===== src/rtl/ssr_defines.svh =====
// Constants for the soft-start ramp and protection block.
// Assumes a 125 MHz clock; percent settings are whole percent values.
// Behaviour
// - Ramp voltage over the acceleration time unless current limiting holds it.
// - While limiting, acceleration time acts as a locked-rotor timeout.
// - Full voltage missing at acceleration timeout disables motor, ramp-timeout error.
// - Ramped stop drops output at once to the deceleration step voltage.
// - Step voltage applies only when a deceleration time is set.
// - Ramp down from step to thyristor cutoff, about 30 percent, over decel time.
// - During acceleration hold current at or below the start current limit.
// - No current limiting while the kick pulse function is enabled.
// - Current above overcurrent level for overcurrent time trips with high-current error.
// - Over and undercurrent protections armed only at full voltage after start.
// - Current below undercurrent level for undercurrent time trips with low-current error.
// - Overcurrent time is off or 1 to 20 seconds.
// - Undercurrent time is off or 1 to 30 seconds.
// - One of five rated currents is the reference for current percentages.
// - Load power is computed from the selected rated line voltage.
// - Phase check on demands R-S-T order; off accepts any order.
// - Phase order sampled once at first power-stage activation after reset.
// - Jog input ramps up to jog voltage; opening ramps down if decel set.
// - Jog limited to acceleration time, then firing stops with ramp-timeout error.
// - Jog voltage is 25 to 50 percent, default 25.
// - Acceleration starts at initial voltage, 25 to 90 percent, default 30.
`ifndef SSR_DEFINES_SVH
`define SSR_DEFINES_SVH
// ----------------------------------------------------------------------
// Timing
// ----------------------------------------------------------------------
`define SSR_CLK_KHZ      125000
`define SSR_TICK_MS      10
`define SSR_TICKS_PER_S  15'h64
// ----------------------------------------------------------------------
// Voltage levels and setting ranges, percent or seconds
// ----------------------------------------------------------------------
`define SSR_VOLT_FULL    8'h64
`define SSR_VOLT_CUTOFF  8'h1e
`define SSR_INIT_MIN     8'h19
`define SSR_INIT_MAX     8'h5a
`define SSR_INIT_DEF     8'h1e
`define SSR_ACC_MIN      8'h01
`define SSR_ACC_MAX      8'hf0
`define SSR_ACC_DEF      8'h14
`define SSR_STEP_MIN     8'h28
`define SSR_STEP_MAX     8'h64
`define SSR_DEC_MIN      8'h02
`define SSR_DEC_MAX      8'hf0
`define SSR_LIM_MIN      9'h096
`define SSR_LIM_MAX      9'h1f4
`define SSR_OC_MIN       8'h20
`define SSR_OC_MAX       8'hc8
`define SSR_OC_DEF       8'h78
`define SSR_UC_DEF       8'h46
`define SSR_OCT_MAX      8'h14
`define SSR_UCT_MAX      8'h1e
`define SSR_JOG_MIN      8'h19
`define SSR_JOG_MAX      8'h32
`define SSR_JOG_FUNC     3'h4
`define SSR_PCT_SCALE    18'h00064
`define SSR_SQRT3_Q8     30'h000001bb
// ----------------------------------------------------------------------
// Rated current table, amperes, and rated voltage table, volts
// ----------------------------------------------------------------------
`define SSR_I0 7'h10
`define SSR_I1 7'h1e
`define SSR_I2 7'h2d
`define SSR_I3 7'h3c
`define SSR_I4 7'h55
`define SSR_V0 10'h0dc
`define SSR_V1 10'h0e6
`define SSR_V2 10'h0f0
`define SSR_V3 10'h17c
`define SSR_V4 10'h190
`define SSR_V5 10'h19f
`define SSR_V6 10'h1b8
`define SSR_V7 10'h1cc
`define SSR_V8 10'h1e0
`define SSR_V9 10'h20d
`define SSR_V10 10'h23f
`define SSR_VSEL_DEF 4'h3
`endif


===== src/rtl/ssr_pkg.sv =====
// Types shared by the soft-start ramp and protection block.
// Assumes nothing of its surroundings.
package ssr_pkg;
  // ----------------------------------------------------------------------
  // Sequencer states
  // ----------------------------------------------------------------------
  typedef enum logic [2:0] {
    ST_IDLE  = 3'b000,
    ST_ACCEL = 3'b001,
    ST_RUN   = 3'b010,
    ST_DECEL = 3'b011,
    ST_JOG   = 3'b100,
    ST_JOGDN = 3'b101,
    ST_FAULT = 3'b110
  } ssr_state_t;
  // ----------------------------------------------------------------------
  // Reported error codes
  // ----------------------------------------------------------------------
  typedef enum logic [1:0] {
    ERR_NONE         = 2'b00,
    ERR_RAMP_TIMEOUT = 2'b01,
    ERR_LOW_CURRENT  = 2'b10,
    ERR_HIGH_CURRENT = 2'b11
  } ssr_err_t;
endpackage


===== src/rtl/ssr_ramp_dda.sv =====
// Linear ramp stepper: moves a level one unit toward a target at an even rate.
// Assumes the caller holds target, delta and span steady between loads.
`timescale 1ns/100ps
`include "ssr_defines.svh"
module ssr_ramp_dda #(
  parameter int VW = 8,
  parameter int SW = 15
) (
  input  wire logic          clk,
  input  wire logic          rst,
  input  wire logic          load,
  input  wire logic [VW-1:0] load_val,
  input  wire logic          step_en,
  input  wire logic [VW-1:0] target,
  input  wire logic [VW-1:0] delta,
  input  wire logic [SW-1:0] span,
  output logic      [VW-1:0] level_q
);
  logic [SW:0] acc_q;
  logic [SW:0] acc_sum;

  // ----------------------------------------------------------------------
  // Error accumulator gives delta unit steps over span ticks
  // ----------------------------------------------------------------------
  assign acc_sum = acc_q + (SW+1)'(delta);

  // Level and accumulator update
  always_ff @(posedge clk) begin
    if (rst) begin
      level_q <= '0;
      acc_q   <= '0;
    end else if (load) begin
      level_q <= load_val;
      acc_q   <= '0;
    end else if (step_en && level_q != target) begin
      if (acc_sum >= (SW+1)'(span)) begin
        acc_q <= acc_sum - (SW+1)'(span);
        if (level_q < target) begin
          level_q <= level_q + VW'(1);
        end else begin
          level_q <= level_q - VW'(1);
        end
      end else begin
        acc_q <= acc_sum;
      end
    end
  end
endmodule


===== src/rtl/ssr_ramp_protect.sv =====
// Soft-start voltage sequencer with current limit, jog and running protections.
// Assumes settings held steady by the keypad logic and synchronous inputs.
`timescale 1ns/100ps
`include "ssr_defines.svh"
module ssr_ramp_protect #(
  parameter int TICK_CYCLES = `SSR_TICK_MS * `SSR_CLK_KHZ
) (
  input  wire logic                clk,
  input  wire logic                rst,
  input  wire logic                start_cmd,
  input  wire logic                stop_cmd,
  input  wire logic                fault_clear,
  input  wire logic                jog_input,
  input  wire logic                phase_rst_ok,
  input  wire logic [9:0]          load_current_a,
  input  wire logic [7:0]          initial_voltage_level,
  input  wire logic [7:0]          accel_ramp_time,
  input  wire logic [7:0]          decel_voltage_step,
  input  wire logic [7:0]          decel_ramp_time,
  input  wire logic [8:0]          start_current_limit,
  input  wire logic [7:0]          overcurrent_level,
  input  wire logic [7:0]          overcurrent_time,
  input  wire logic [7:0]          undercurrent_level,
  input  wire logic [7:0]          undercurrent_time,
  input  wire logic [2:0]          rated_device_current,
  input  wire logic [3:0]          rated_line_voltage,
  input  wire logic                phase_order_check,
  input  wire logic [7:0]          jog_voltage_level,
  input  wire logic [7:0]          kick_pulse_time,
  input  wire logic [2:0]          input_four_function,
  output logic      [7:0]          volt_ref_q,
  output logic                     firing_en_q,
  output logic                     at_full_q,
  output logic                     cur_limiting_q,
  output ssr_pkg::ssr_err_t        err_code_q,
  output logic                     phase_fault_q,
  output logic      [19:0]         load_power_va_q,
  output ssr_pkg::ssr_state_t      state_q
);
  import ssr_pkg::*;

  ssr_state_t  state_d;
  ssr_err_t    err_d;
  logic [20:0] tick_cnt_q;
  logic        tick;
  logic [14:0] elapsed_q;
  logic [14:0] oc_cnt_q;
  logic [14:0] uc_cnt_q;
  logic [7:0]  from_q;
  logic        phase_seen_q;
  logic        phase_ok_q;
  logic [7:0]  init_v, acc_t, step_v, dec_t, jog_v;
  logic [14:0] acc_span, dec_span;
  logic [6:0]  rated_a;
  logic        decel_on, jog_mode, lim_hold, phase_block, attempt;
  logic        oc_trip, uc_trip;
  logic        load;
  logic [7:0]  load_val, target, delta;
  logic [14:0] span;
  logic        step_en;

  // ----------------------------------------------------------------------
  // Helpers
  // ----------------------------------------------------------------------
  function automatic logic [7:0] clamp8(input logic [7:0] v, input logic [7:0] lo,
                                        input logic [7:0] hi);
    if (v < lo) begin
      return lo;
    end else if (v > hi) begin
      return hi;
    end
    return v;
  endfunction

  function automatic logic [14:0] to_ticks(input logic [7:0] sec);
    return 15'(15'(sec) * `SSR_TICKS_PER_S);
  endfunction

  // Current at or above pct percent of the rated device current
  function automatic logic cur_ge(input logic [9:0] cur, input logic [8:0] pct,
                                  input logic [6:0] rated);
    return (18'(cur) * `SSR_PCT_SCALE) >= (18'(pct) * 18'(rated));
  endfunction

  function automatic logic [6:0] rated_amps(input logic [2:0] sel);
    case (sel)
      3'h0:    return `SSR_I0;
      3'h1:    return `SSR_I1;
      3'h2:    return `SSR_I2;
      3'h3:    return `SSR_I3;
      default: return `SSR_I4;
    endcase
  endfunction

  function automatic logic [9:0] rated_volts(input logic [3:0] sel);
    case (sel)
      4'h0:    return `SSR_V0;
      4'h1:    return `SSR_V1;
      4'h2:    return `SSR_V2;
      4'h3:    return `SSR_V3;
      4'h4:    return `SSR_V4;
      4'h5:    return `SSR_V5;
      4'h6:    return `SSR_V6;
      4'h7:    return `SSR_V7;
      4'h8:    return `SSR_V8;
      4'h9:    return `SSR_V9;
      4'ha:    return `SSR_V10;
      default: return `SSR_V3; // Unlisted codes read as the 380 V default
    endcase
  endfunction

  // ----------------------------------------------------------------------
  // Settings brought into range
  // ----------------------------------------------------------------------
  assign init_v   = clamp8(initial_voltage_level, `SSR_INIT_MIN, `SSR_INIT_MAX);
  assign acc_t    = clamp8(accel_ramp_time, `SSR_ACC_MIN, `SSR_ACC_MAX);
  assign step_v   = clamp8(decel_voltage_step, `SSR_STEP_MIN, `SSR_STEP_MAX);
  assign dec_t    = clamp8(decel_ramp_time, `SSR_DEC_MIN, `SSR_DEC_MAX);
  assign jog_v    = clamp8(jog_voltage_level, `SSR_JOG_MIN, `SSR_JOG_MAX);
  assign acc_span = to_ticks(acc_t);
  assign dec_span = to_ticks(dec_t);
  assign decel_on = decel_ramp_time != 8'h00;
  assign jog_mode = input_four_function == `SSR_JOG_FUNC;
  assign rated_a  = rated_device_current > 3'h4 ? `SSR_I4 : rated_amps(rated_device_current);

  // ----------------------------------------------------------------------
  // Ten millisecond time base
  // ----------------------------------------------------------------------
  assign tick = tick_cnt_q == 21'(TICK_CYCLES - 1);

  // Free running divider
  always_ff @(posedge clk) begin
    if (rst || tick) begin
      tick_cnt_q <= '0;
    end else begin
      tick_cnt_q <= tick_cnt_q + 21'h1;
    end
  end

  // Time spent in the current state, saturating
  always_ff @(posedge clk) begin
    if (rst || state_d != state_q) begin
      elapsed_q <= '0;
    end else if (tick && elapsed_q != 15'h7fff) begin
      elapsed_q <= elapsed_q + 15'h1;
    end
  end

  // ----------------------------------------------------------------------
  // Start current limit, disabled by the kick pulse
  // ----------------------------------------------------------------------
  assign lim_hold = state_q == ST_ACCEL && start_current_limit != 9'h000
                    && kick_pulse_time == 8'h00
                    && cur_ge(load_current_a, start_current_limit, rated_a);

  always_ff @(posedge clk) begin
    if (rst) begin
      cur_limiting_q <= 1'b0;
    end else begin
      cur_limiting_q <= lim_hold;
    end
  end

  // ----------------------------------------------------------------------
  // Running over and undercurrent timers
  // ----------------------------------------------------------------------
  assign oc_trip = overcurrent_time != 8'h00
                   && oc_cnt_q >= to_ticks(clamp8(overcurrent_time, 8'h01, `SSR_OCT_MAX));
  assign uc_trip = undercurrent_time != 8'h00
                   && uc_cnt_q >= to_ticks(clamp8(undercurrent_time, 8'h01, `SSR_UCT_MAX));

  // Counting only while at full voltage in the run state
  always_ff @(posedge clk) begin
    if (rst || state_q != ST_RUN) begin
      oc_cnt_q <= '0;
      uc_cnt_q <= '0;
    end else if (tick) begin
      if (!cur_ge(load_current_a, 9'(clamp8(overcurrent_level, `SSR_OC_MIN, `SSR_OC_MAX)) + 9'h1,
                  rated_a)) begin
        oc_cnt_q <= '0;
      end else if (!oc_trip) begin
        oc_cnt_q <= oc_cnt_q + 15'h1;
      end
      if (cur_ge(load_current_a, 9'(undercurrent_level), rated_a)) begin
        uc_cnt_q <= '0;
      end else if (!uc_trip) begin
        uc_cnt_q <= uc_cnt_q + 15'h1;
      end
    end
  end

  // ----------------------------------------------------------------------
  // Phase order, caught once at the first activation
  // ----------------------------------------------------------------------
  assign attempt     = state_q == ST_IDLE && (start_cmd || (jog_mode && jog_input));
  assign phase_block = phase_order_check
                       && !(phase_seen_q ? phase_ok_q : phase_rst_ok);

  always_ff @(posedge clk) begin
    if (rst) begin
      phase_seen_q  <= 1'b0;
      phase_ok_q    <= 1'b0;
      phase_fault_q <= 1'b0;
    end else begin
      if (attempt && !phase_seen_q) begin
        phase_seen_q <= 1'b1;
        phase_ok_q   <= phase_rst_ok;
      end
      if (attempt && phase_block) begin
        phase_fault_q <= 1'b1;
      end else if (fault_clear) begin
        phase_fault_q <= 1'b0;
      end
    end
  end

  // ----------------------------------------------------------------------
  // Sequencer
  // ----------------------------------------------------------------------
  always_comb begin
    state_d = state_q;
    err_d   = err_code_q;
    case (state_q)
      ST_IDLE: begin
        if (!phase_block && start_cmd) begin
          state_d = ST_ACCEL;
        end else if (!phase_block && jog_mode && jog_input) begin
          state_d = ST_JOG;
        end
      end
      ST_ACCEL: begin
        if (volt_ref_q == `SSR_VOLT_FULL) begin
          state_d = ST_RUN;
        end else if (elapsed_q >= acc_span) begin
          state_d = ST_FAULT;
          err_d   = ERR_RAMP_TIMEOUT;
        end else if (stop_cmd) begin
          state_d = decel_on ? ST_DECEL : ST_IDLE;
        end
      end
      ST_RUN: begin
        if (oc_trip) begin
          state_d = ST_FAULT;
          err_d   = ERR_HIGH_CURRENT;
        end else if (uc_trip) begin
          state_d = ST_FAULT;
          err_d   = ERR_LOW_CURRENT;
        end else if (stop_cmd) begin
          state_d = decel_on ? ST_DECEL : ST_IDLE;
        end
      end
      ST_DECEL: begin
        if (volt_ref_q <= `SSR_VOLT_CUTOFF) begin
          state_d = ST_IDLE;
        end
      end
      ST_JOG: begin
        if (elapsed_q >= acc_span) begin
          state_d = ST_FAULT;
          err_d   = ERR_RAMP_TIMEOUT;
        end else if (!jog_input) begin
          state_d = decel_on ? ST_JOGDN : ST_IDLE;
        end
      end
      ST_JOGDN: begin
        if (volt_ref_q <= `SSR_VOLT_CUTOFF) begin
          state_d = ST_IDLE;
        end
      end
      ST_FAULT: begin
        if (fault_clear) begin
          state_d = ST_IDLE;
          err_d   = ERR_NONE;
        end
      end
      default: begin
        state_d = ST_IDLE;
      end
    endcase
  end

  // State, error and firing registers
  always_ff @(posedge clk) begin
    if (rst) begin
      state_q     <= ST_IDLE;
      err_code_q  <= ERR_NONE;
      firing_en_q <= 1'b0;
    end else begin
      state_q     <= state_d;
      err_code_q  <= err_d;
      firing_en_q <= state_d != ST_IDLE && state_d != ST_FAULT;
    end
  end

  // ----------------------------------------------------------------------
  // Ramp control
  // ----------------------------------------------------------------------
  assign load = state_d != state_q;

  // Level loaded on entry to each state
  always_comb begin
    case (state_d)
      ST_ACCEL: load_val = init_v;
      ST_DECEL: load_val = step_v < volt_ref_q ? step_v : volt_ref_q;
      ST_JOG:   load_val = init_v < jog_v ? init_v : jog_v;
      ST_JOGDN: load_val = volt_ref_q;
      ST_RUN:   load_val = `SSR_VOLT_FULL;
      default:  load_val = 8'h00;
    endcase
  end

  always_comb begin
    case (state_q)
      ST_ACCEL: target = `SSR_VOLT_FULL;
      ST_JOG:   target = jog_v;
      default:  target = `SSR_VOLT_CUTOFF;
    endcase
  end

  assign span    = (state_q == ST_ACCEL || state_q == ST_JOG) ? acc_span : dec_span;
  assign delta   = from_q > target ? from_q - target : target - from_q;
  assign step_en = tick && !lim_hold && state_q != ST_RUN && firing_en_q;

  // Start point of the present ramp
  always_ff @(posedge clk) begin
    if (rst) begin
      from_q <= 8'h00;
    end else if (load) begin
      from_q <= load_val;
    end
  end

  ssr_ramp_dda #(
    .VW (8),
    .SW (15)
  ) u_ramp (
    .clk      (clk),
    .rst      (rst),
    .load     (load),
    .load_val (load_val),
    .step_en  (step_en),
    .target   (target),
    .delta    (delta),
    .span     (span),
    .level_q  (volt_ref_q)
  );

  // ----------------------------------------------------------------------
  // Full voltage flag and apparent power
  // ----------------------------------------------------------------------
  always_ff @(posedge clk) begin
    if (rst) begin
      at_full_q       <= 1'b0;
      load_power_va_q <= '0;
    end else begin
      at_full_q       <= state_d == ST_RUN;
      load_power_va_q <= 20'((30'(rated_volts(rated_line_voltage)) * 30'(load_current_a)
                         * `SSR_SQRT3_Q8) >> 8);
    end
  end
endmodule

===== config.mk =====
export PLATFORM = sky130hd
export DESIGN_NAME = ssr_ramp_protect
export DESIGN_NICKNAME = d
export VERILOG_FILES = /design/src/rtl/ssr_pkg.sv /design/src/rtl/ssr_ramp_dda.sv /design/src/rtl/ssr_ramp_protect.sv
export VERILOG_INCLUDE_DIRS = /design/src /design/src/rtl
export SDC_FILE = /design/constraint.sdc
export NUM_CORES = 1
export LEC_CHECK = 0
export BUFFER_PORTS_ARGS = -buffer_cell sky130_fd_sc_hd__buf_2
export CAP_MARGIN = 20
export CORE_MARGIN = 5
export CORE_UTILIZATION = 45
export CTS_CLUSTER_SIZE = 14
export DETAILED_ROUTE_END_ITERATION = 6
export SYNTH_ARGS = -nofsm -noshare
export SYNTH_HDL_FRONTEND = slang
export SYNTH_SLANG_ARGS = --single-unit

===== constraint.sdc =====
create_clock -name clk -period 12.55 [get_ports clk]
set_clock_uncertainty 0.1 [all_clocks]
set_input_delay 1.8825 -clock clk [delete_from_list [all_inputs] [get_ports clk]]
set_output_delay 1.8825 -clock clk [all_outputs]
set_load 0.01 [all_outputs]

# Yosys cells after proc, flatten, opt, wreduce, memory -nomap -nowiden
# Memories as Yosys holds them, arrays and structs flattened.
# Cells that the tools add are included.
# totals
romBits	160
mem_count	1
output_inout_bits	37
wordCells	225
regBits	129
# memory_table
name	depth	width	rd	rd_ports_with_merged_regs	wr	line_no	text
(no name shown)	16	10	1	0	0	ssr_ramp_protect.sv:96	case (sel)
# op_classes
reduce_logical	46
magnitude_cmp	29
addsub	11
n_mux	85
eq_ne	27
n_mul	10
# op_table
op	n
two-way mux 8 bit	33
two-way mux 15 bit	5
multiplier 8 x 5 -> 13 bit (second input constant)	4
adder 15 x 1 -> 15 bit (second input constant)	3
>= comparator 15 bit	3
case mux 8 bit (5 select lines)	1
two-way mux 3 bit	12
>= comparator 17 x 16 -> 1 bit	2
multiplier 9 x 7 -> 16 bit	2
multiplier 20 x 9 -> 28 bit (second input constant)	1
case mux 7 bit (4 select lines)	1
greater-than comparator 8 bit (second input constant)	3
less-than comparator 8 x 1 -> 1 bit (second input constant)	3
less-than comparator 8 bit	3
nonzero test 8 bit	3
adder 21 x 1 -> 21 bit (second input constant)	1
equality test 21 bit (second input constant)	1
two-way mux 1 bit	21
multiplier 10 x 10 -> 20 bit	1
logical AND 1 bit	19
equality test 3 x 2 -> 1 bit (second input constant)	6
equality test 3 bit (second input constant)	6
case mux 3 bit (6 select lines)	1
>= comparator 17 x 15 -> 1 bit	1
44 further kinds	72

# Longest topological paths before layout
# Gate-level depths: netlist (run 1).
# logic_depth
ltp_word	13
ltp_mapped	44

# Cells and area by module
# A second synthesis (run 1) with hierarchy kept.
# hier_totals
hier_cells	3383
hier_area_um2	27926.8
# modules_own_cells
module	seq_area_each_um2	n_inst	area_per_inst_um2	cells_per_inst
ssr_ramp_protect	2102.0	1	25065.3	3020
ssr_ramp_dda	480.5	1	2861.5	363

# Worst setup path before layout (run 1)
# OpenSTA, ideal clock, no wires.
# synth_path
kind	input to register
start	input rated_line_voltage[2]
end	register load_power_va_q[19]
t_required_ns	12.322
setup_ns	0.128
cell_stages	43
slack_ns	1.077
arrival_ns	11.246
cell_sequence	clkbuf_1 > inv_1 > and3_1 > clkbuf_1 > nor2_1 > nand2_1 > fa_1 > inv_1 > fa_1 > inv_1 > fa_1 > inv_1 > fa_1 > inv_1 > fa_1 > inv_1 > ha_1 > and3_1 > [7 not listed] > inv_1 > fa_1 > inv_1 > fa_1 > inv_1 > fa_1 > inv_1 > ha_1 > nand2_1 > a21oi_1 > o21a_1 > nand2_1 > o311ai_0 > a31oi_1 > a21oi_1 > a21o_1 > xnor2_1 > nor2_1
# synth_via
elab_chain_cells	4
# synth_rtl
item	line_no	text
from (decl)	ssr_ramp_protect.sv:26	input wire logic [3:0] rated_line_voltage,
memory (16 x 10 bit)	n/a	
two-way mux 10 bit	ssr_ramp_protect.sv:352	if (rst) begin
multiplier 10 x 10 -> 20 bit	ssr_ramp_protect.sv:357	load_power_va_q <= 20'((30'(rated_volts(rated_line_voltage)) * 30'(load_current_a)
multiplier 20 x 9 -> 28 bit (no line)	n/a	
to (signal assigned)	ssr_ramp_protect.sv:357	
to (decl)	ssr_ramp_protect.sv:37	output logic [19:0] load_power_va_q,
# No other way between the ends. The select of a mux whose other input is x is not followed.
# A chain may end at the register's enable or synchronous reset.

# Worst setup path after layout (run 1)
# layout_path
start	input rated_line_voltage[0]
end	register load_power_va_q[19]
# Same word-level chain as after synthesis.

==> flow_metrics.py, run 1 <==
metrics = {
    "clock_network": {
        "cts_tree": "yes",
        "clock_latency_ns": 0.46,
        "cts_root_buffer": "clkbuf_16",
        "cts_resized": 0,
        "htree_levels": 4,
        "path_clk_slew_ns": 0.06,
        "cts_buffers": 17,
        "ctsHoldBuffers": 0,
        "clock_sinks": 129,
        "clockBufferDepth": 2,
        "cts_setup_buffers": 0,
    },
    "sta": {
        "max_slew_margin": 0.301,
        "slew_viol_final": 0,
        "setup_viol": 0,
        "worst_slew_pin_slew_ns": 1.04,
        "max_freq_mhz": 84.8,
        "fin_crit_ns": 11.79,
        "report.final.hold_viol_count": 0,
        "grt_setup_unrepaired": "false",
        "fin_tns_setup_ns": 0,
        "finalCritPeriodShare": 0.939,
    },
    "min_path": {
        "hp-class": "flop to flop",
    },
    "route": {
        "wl_met1_um": 29800,
        "drtIter0Drc": 982,
        "wire_per_inst_um": 15.1,
        "vias_per_cell": 5.21,
        "drt-total-wl_um": 62700,
        "drt_pass1_iterations": 6,
        "wl_met3_um": 2120,
        "vias": 21688,
        "highest_layer": "met4",
        "dr_wl_met2_um": 29500,
        "drc_errors": 0,
        "postRouteAntennaNets": 0,
    },
    "floorplanning": {
        "initial_core_util": 0.456,
        "rows": 89,
        "ioPinCount": 154,
        "die_h_um": 255,
        "core_um2": 59200,
        "die_w_um": 255,
        "die_area_um2": 65000,
    },
    "critical_path": {
        "cp-start-kind": "input port",
        "reg2reg_depth": 32,
        "critPathKind": "input port to flop",
        "cpMaxStageDelayCell": "a21oi_1",
        "worstSetupStartpoint": "rated_line_voltage[0]",
        "r2r-start": "state_q[2]$_SDFF_PP0_",
        "cpMostUsedCell": "inv_1",
        "ff2ff_setup_slack_ns": 3.68,
        "path_max_fanout": 10,
        "cp-end-kind": "flop",
        "crit_path_max_incr_delay_ns": 0.54,
        "crit_end": "load_power_va_q[19]$_SDFF_PP0_",
        "required_ns": 12.79,
        "arrival_ns": 12.03,
        "r2r-end": "u_ramp.level_q[1]$_SDFFE_PP0P_",
    },
    "logic_synthesis": {
        "synth-seq-cells": 129,
        "synth_largest_area_cell": "ha_1",
        "ys.flop_type": "dfxtp_1",
        "async_flop_share": 0,
        "ys_warn_count": 0,
        "synth.distinct_cells": 99,
        "ys_seq_area_frac": 0.0956,
        "syn_inst": 3215,
        "netlist_area_um2": 27000,
        "synth_edf_count": 0,
        "synth_area_per_cell_um2": 8.40,
        "yosys-top-cells-area": "ha_1, fa_1, dfxtp_1",
        "synth.top_cell.area_share": 0.244,
    },
    "placed_design": {
        "finalWeightedCongestion": 0.840,
        "place_hpwl_um": 52700,
        "port_buffers": 153,
    },
    "finish": {
        "fillers": 5930,
        "final_cell_mix": "ha_1, inv_1, nand2_1",
        "num-nets-final": 4274,
        "drive_above_1_share": 0.0809,
        "final_common_cell": "ha_1",
        "areaGrowthSynthToFinish_pct": 8.64,
    },
    "global_route": {
        "gr-total-overflow": 0,
        "grt_max_degree": 42,
        "antenna_found_initial": 3,
        "grt_use_total": 0.196,
        "grt_pass1_wl_um": 105000,
        "grt_pass1_vias": 21202,
    },
    "flow_run": {
        "max_cap_viol_count": 0,
    },
    "outcome": {
        "status": "finished clean",
    },
}
[per-stage QoR]
step | worst slack (ns) | utilization | hold WS [ns] | cells | area [µm²]
floorplan | 1.08 | - | 0.313 | 3246 | 27100
global placement | 0.410 | 0.485 | 0.327 | 4128 | 28800
detailed placement | 0.274 | 0.485 | 0.335 | 4128 | 28800
CTS | 0.776 | 0.495 | 0.348 | 4158 | 29300
global route | 0.0807 | 0.495 | 0.387 | 4161 | 29400
finish | 0.762 | 0.495 | 0.339 | 4161 | 29400
[critical path, delay by kind of cell]
family / cells / cell delay (ns)
adders and majority gates: 12 / 5.44
AOI/OAI and AO/OA: 9 / 2.01
and+or+nand+nor: 8 / 1.11
buffers and inverters: 11 / 0.95
xor gates and xnor gates: 2 / 0.48
muxes: 1 / 0.16
[synthesized netlist by cell type, types with 8 or more instances]
cell      count
nor3_1       64
o21bai_1     25
xnor2_1     140
a21o_1       55
dfxtp_1     129
mux2i_1      26
nand3_1      53
clkbuf_1     46
and2_1      124
a31oi_1      17
nor4_1        9
nor2b_1      27
nand4_1      27
a21oi_1     150
or3_1        26
mux2_2       10
ha_1        526
nor2_1      229
and4_1        8
inv_1       504
a211oi_1     22
buf_1         8
o41ai_1       8
o21ai_1      12
nand2b_1     32
fa_1        257
xor2_1       75
o21a_1       18
or2_2        13
o21ai_0     104
nand2_1     270
and3_1       32
[area by class of cell]
| type | instances | area, µm² | share of cell area |
|---|---|---|---|
| Antenna cell | 3 | 7.51 | 0.000256 |
| Clock buffer | 18 | 429 | 0.0146 |
| Clock inverter | 12 | 161 | 0.00550 |
| Inverter | 506 | 1900 | 0.0647 |
| Multi-Input combinational cell | 2545 | 22400 | 0.762 |
| Sequential cell | 129 | 2580 | 0.0880 |
| Tap cell | 773 | 967 | 0.0330 |
| Timing Repair Buffer | 175 | 931 | 0.0317 |
[logic make-up after synthesis]
family,synth area share
adder cells (fa/ha/maj),0.435
AND/OR/NAND/NOR,0.175
AO/OA/AOI/OAI,0.129
other,0.000278
flip-flops,0.0956
multiplexers,0.0138
buffers and inverters,0.0809
XOR/XNOR,0.0703
[per-layer routing]
layer,track usage,vias up
met3,0.0284,72
met2,0.330,317
met5,0,-
li1,-,11036
met4,0.0488,0
met1,0.266,10263
[how the worst min path moves through the flow]
stage                                        start                        to  slack [ns]  cells past startpoint
after detailed placement  tick_cnt_q[0]$_SDFF_PP0_  tick_cnt_q[0]$_SDFF_PP0_        0.33                      1
after floorplan           tick_cnt_q[0]$_SDFF_PP0_  tick_cnt_q[0]$_SDFF_PP0_        0.31                      1
after global placement    tick_cnt_q[0]$_SDFF_PP0_  tick_cnt_q[0]$_SDFF_PP0_        0.33                      1
final                     tick_cnt_q[0]$_SDFF_PP0_  tick_cnt_q[0]$_SDFF_PP0_        0.34                      1
after global routing      tick_cnt_q[0]$_SDFF_PP0_  tick_cnt_q[0]$_SDFF_PP0_        0.39                      1
after CTS                 tick_cnt_q[0]$_SDFF_PP0_  tick_cnt_q[0]$_SDFF_PP0_        0.35                      1
[state kept, by name, summed over array words and instances (netlist names), 2 cells and up]
name,count
from_q,8
uc_cnt_q,15
u_ramp.acc_q,16
state_q,3
u_ramp.level_q,8
oc_cnt_q,15
elapsed_q,15
tick_cnt_q,21
load_power_va_q,20
err_code_q,2
Power of run 1 is left out: the tool's default activity adds up to more than one toggle a clock period on the data nets, which glitch-free logic cannot reach.
==> run 2, diff against run 1 <==
Settings changed: PLACE_DENSITY set to 0.68.
==> run 2 against run 1 <==
Effect of this change: via count up 0.23%; register-to-register slack better by 0.24 ns; non-clock buffer count down 1; sequential share of layout area about the same; flip-flop and latch count unchanged; setup slack better by 0.099 ns; die area unchanged; largest cell class unchanged.
==> flow_metrics.py, run 2 (same netlist as run 1, synthesis figures left out) <==
metrics = {
    "outcome": {
        "status": "finished clean",
    },
    "min_path": {
        "hp-start": "tick_cnt_q[0]$_SDFF_PP0_",
        "hold_path_end": "tick_cnt_q[0]$_SDFF_PP0_",
        "hp-class": "flop to flop",
        "min_path_cells": 1,
    },
    "placed_design": {
        "place_hpwl_um": 52200,
        "port_buffers": 153,
        "finalWeightedCongestion": 0.852,
        "placed_area_um2": 28700,
    },
    "finish": {
        "reg.largest.list": "tick_cnt_q x21, load_power_va_q x20, u_ramp.acc_q x16",
        "final_common_cell": "ha_1",
        "max_flop_register": "tick_cnt_q",
        "largest_register_ffs": 21,
        "num-nets-final": 4273,
        "final_util": 0.495,
        "drive_above_1_share": 0.0812,
        "final_area_um2": 29400,
        "areaGrowthSynthToFinish_pct": 8.64,
        "antenna_cells": 0,
        "final_cell_mix": "ha_1, inv_1, nand2_1",
    },
    "critical_path": {
        "cp-end-kind": "flop",
        "cpMostUsedCell": "inv_1",
        "path_max_fanout": 12,
        "critPathKind": "input port to flop",
        "reg2reg_depth": 33,
        "r2r-start": "state_q[2]$_SDFF_PP0_",
        "cpMaxStageDelayCell": "o311ai_0",
        "required_ns": 12.80,
        "cp-start-kind": "input port",
        "arrival_ns": 11.93,
        "ff2ff_setup_slack_ns": 3.92,
        "r2r-end": "u_ramp.acc_q[2]$_SDFFE_PP0P_",
        "crit_path_max_incr_delay_ns": 0.61,
    },
    "route": {
        "vias_per_cell": 5.23,
        "postRouteAntennaNets": 0,
        "drt_pass1_iterations": 5,
        "drc_errors": 0,
        "vias": 21737,
        "wire_per_inst_um": 15.0,
        "drt-total-wl_um": 62500,
        "drtIter0Drc": 1023,
    },
    "sta": {
        "setup_viol": 0,
        "finalCritPeriodShare": 0.931,
        "grt_setup_unrepaired": "false",
        "slew_viol_final": 0,
        "max_freq_mhz": 85.5,
        "fin_tns_setup_ns": 0,
        "report.final.hold_viol_count": 0,
        "worst_slew_pin_slew_ns": 1.00,
        "max_slew_margin": 0.332,
        "fin_crit_ns": 11.69,
    },
    "clock_network": {
        "ctsHoldBuffers": 0,
        "cts_buffers": 17,
        "path_clk_slew_ns": 0.07,
        "clockBufferDepth": 2,
        "clock_latency_ns": 0.47,
        "cts_setup_buffers": 0,
        "cts_resized": 0,
        "htree_levels": 4,
        "clock_sinks": 129,
        "cts_root_buffer": "clkbuf_16",
        "cts_tree": "yes",
    },
    "floorplanning": {
        "rows": 89,
        "die_w_um": 255,
        "initial_core_util": 0.456,
        "die_h_um": 255,
        "core_um2": 59200,
        "die_area_um2": 65000,
        "ioPinCount": 154,
    },
    "global_route": {
        "grt_use_total": 0.195,
        "grt_max_degree": 42,
        "grt_pass1_vias": 21431,
        "antenna_found_initial": 2,
        "gr-total-overflow": 0,
        "grt_pass1_wl_um": 104000,
    },
    "flow_run": {
        "max_cap_viol_count": 0,
    },
}
[run 2: cell types whose count changed in the layout (fill, tap and decap cells not counted)]
| cell | delta |
|---|---|
| nor2b_1 | +1 |
| bufinv_16 | -1 |
| buf_4 | -1 |
| clkinv_2 | -1 |
| clkbuf_1 | -1 |
| diode_2 | -3 |
| clkbuf_8 | +1 |
| nor2b_2 | -1 |
| inv_8 | +3 |
| inv_6 | +2 |
| clkinvlp_4 | -1 |
[run 2: how the worst max path moves through the flow]
stage / start / to / slack, ns / cells past startpoint
after floorplan: rated_line_voltage[2] / load_power_va_q[19]$_SDFF_PP0_ / 1.08 / 43
after global placement: rated_line_voltage[0] / load_power_va_q[19]$_SDFF_PP0_ / 0.53 / 44
after detailed placement: rated_line_voltage[0] / load_power_va_q[19]$_SDFF_PP0_ / 0.41 / 41
after CTS: rated_line_voltage[0] / load_power_va_q[19]$_SDFF_PP0_ / 0.91 / 41
after global routing: rated_line_voltage[3] / load_power_va_q[19]$_SDFF_PP0_ / 0.11 / 41
final: rated_line_voltage[3] / load_power_va_q[19]$_SDFF_PP0_ / 0.86 / 41
[run 2: routing by layer]
metal	global-route usage	share of wire	up-vias
met1	0.259	0.47	10294
met3	0.0309	0.034	70
met5	0	0	-
li1	-	-	11046
met2	0.337	0.48	327
met4	0.0417	0.019	0
[run 2: worst max-delay path: cells and delay by family]
family / cells / cell delay, ns
AOI/OAI and AO/OA: 9 / 2.01
and+or+nand+nor: 8 / 1.43
xor gates and xnor gates: 2 / 0.48
adders and majority gates: 11 / 5.11
buffers and inverters: 11 / 1.02
[run 2: layout make-up]
cell class                      instances  area, µm²
Fill cell                            5763      29900
Clock inverter                         14        170
Inverter                              506       1900
Multi-Input combinational cell       2545      22400
Tap cell                              773        967
Sequential cell                       129       2580
Timing Repair Buffer                  174        923
Clock buffer                           18        439
[run 2: stage by stage]
stage,worst slack (ns),cells,hold WS [ns]
after detailed placement,0.411,4127,0.333
after CTS,0.908,4159,0.348
final,0.861,4159,0.348
after floorplan,1.08,3246,0.313
after global placement,0.530,4127,0.325
after global routing,0.114,4159,0.369
Power of run 2 is left out for the same reason.
==> run 3, diff against run 2 <==
Settings changed: CTS_BUF_LIST set to sky130_fd_sc_hd__clkbuf_4.
==> run 3 against run 2 <==
Effect of this change: setup slack better by 0.23 ns; cell count hardly changed; via count rose by 0.55%; utilization fell by 0.51 points; routed wire length is 0.25% lower; clock-buffer cell count shrank 1; die area stayed put; hold slack better by 0.0083 ns; first-iteration DRC count decreased by 3.0%; sequential share of layout area grew 0.091 points; critical path type unchanged.
==> flow_metrics.py, run 3 (same netlist as run 1, synthesis figures left out) <==
metrics = {
    "finish": {
        "num-nets-final": 4273,
        "fillers": 5811,
        "reg.largest.list": "tick_cnt_q x21, load_power_va_q x20, u_ramp.acc_q x16",
        "fin_cells": 4162,
        "largest_register_ffs": 21,
        "final_cell_mix": "ha_1, inv_1, nand2_1",
        "final_common_cell": "ha_1",
        "drive_above_1_share": 0.0809,
        "areaGrowthSynthToFinish_pct": 7.53,
        "max_flop_register": "tick_cnt_q",
    },
    "global_route": {
        "grt_pass1_wl_um": 104000,
        "grt_pass1_vias": 21351,
        "antenna_found_initial": 4,
        "grt_max_degree": 42,
        "grt_use_total": 0.194,
        "gr-total-overflow": 0,
    },
    "route": {
        "vias_per_cell": 5.25,
        "wire_per_inst_um": 15.0,
        "drtIter0Drc": 992,
        "drt-total-wl_um": 62300,
        "drc_errors": 0,
        "postRouteAntennaNets": 0,
        "vias": 21857,
        "drt_pass1_iterations": 5,
    },
    "clock_network": {
        "cts_tree": "yes",
        "cts_setup_buffers": 0,
        "htree_levels": 4,
        "clock_sinks": 129,
        "path_clk_slew_ns": 0.14,
        "ctsHoldBuffers": 0,
        "clock_latency_ns": 0.68,
        "cts_buffers": 17,
        "cts_root_buffer": "clkbuf_4",
        "cts_resized": 0,
        "clockBufferDepth": 2,
    },
    "sta": {
        "report.final.hold_viol_count": 0,
        "worst_hold_slack_ns": 0.356,
        "max_freq_mhz": 87.3,
        "grt_setup_unrepaired": "false",
        "finalCritPeriodShare": 0.913,
        "setup_viol": 0,
        "fin_tns_setup_ns": 0,
        "slew_viol_final": 0,
        "max_slew_margin": 0.329,
        "fin_crit_ns": 11.45,
        "worst_slew_pin_slew_ns": 0.998,
    },
    "critical_path": {
        "cpMaxStageDelayCell": "o311ai_0",
        "cp-end-kind": "flop",
        "required_ns": 13.01,
        "arrival_ns": 11.92,
        "crit_path_max_incr_delay_ns": 0.61,
        "cp-start-kind": "input port",
        "cpMostUsedCell": "inv_1",
        "path_max_fanout": 12,
        "critPathKind": "input port to flop",
    },
    "flow_run": {
        "max_cap_viol_count": 0,
    },
    "placed_design": {
        "port_buffers": 153,
        "place_hpwl_um": 52200,
        "finalWeightedCongestion": 0.852,
        "place_inst": 4127,
    },
    "floorplanning": {
        "die_h_um": 255,
        "initial_core_util": 0.456,
        "ioPinCount": 154,
        "rows": 89,
        "die_area_um2": 65000,
        "core_um2": 59200,
        "die_w_um": 255,
    },
    "min_path": {
        "hp-class": "flop to flop",
    },
    "outcome": {
        "status": "finished clean",
    },
}
run 3: cell types whose count changed in the layout (fill, tap and decap cells not counted):
cell | before | now
clkbuf_16 | 17 | 0
clkbuf_8 | 1 | 0
diode_2 | 0 | 3
clkinv_1 | 0 | 1
clkbuf_4 | 0 | 17
run 3: final timing paths:
check | startpoint | endpoint | slack [ns] | depth (start not counted)
min | tick_cnt_q[0]$_SDFF_PP0_ | tick_cnt_q[0]$_SDFF_PP0_ | 0.36 | 1
max reg2reg | state_q[2]$_SDFF_PP0_ | u_ramp.acc_q[2]$_SDFFE_PP0P_ | 3.83 | 33
max | rated_line_voltage[3] | load_power_va_q[19]$_SDFF_PP0_ | 1.10 | 41
min reg2reg | tick_cnt_q[0]$_SDFF_PP0_ | tick_cnt_q[0]$_SDFF_PP0_ | 0.36 | 1
run 3: critical path: cells and delay by family:
kind            cells  cell delay, ns
compound gates      9            2.00
xor+xnor            2            0.48
fa+ha+maj          11            5.10
buf+inv            11            1.02
simple gates        8            1.42
run 3: final cells by class:
cell class                 count  area (µm²)  area share
antenna                        3        7.51    0.000258
clock buffer                  17         128     0.00439
clock inverter                15         174     0.00599
inverter                     506        1900      0.0654
multi-input combinational   2545       22400       0.770
sequential                   129        2580      0.0889
tap                          773         967      0.0333
timing repair buffer         174         923      0.0318
run 3: through the flow:
stage | util | setup slack [ns] | cell area, µm²
after global placement | 0.485 | 0.530 | 28700
final | 0.490 | 1.10 | 29100
after CTS | 0.490 | 1.20 | 29000
after floorplan | - | 1.08 | 27100
after global routing | 0.490 | 0.395 | 29100
after detailed placement | 0.485 | 0.411 | 28700
run 3: routing by layer:
| layer | GRT usage | share of wire | vias to the layer above |
|---|---|---|---|
| li1 | - | - | 11046 |
| met1 | 0.259 | 0.46 | 10350 |
| met2 | 0.335 | 0.48 | 393 |
| met3 | 0.0280 | 0.040 | 68 |
| met4 | 0.0412 | 0.018 | 0 |
| met5 | 0 | 0 | - |
Power of run 3 is left out for the same reason.
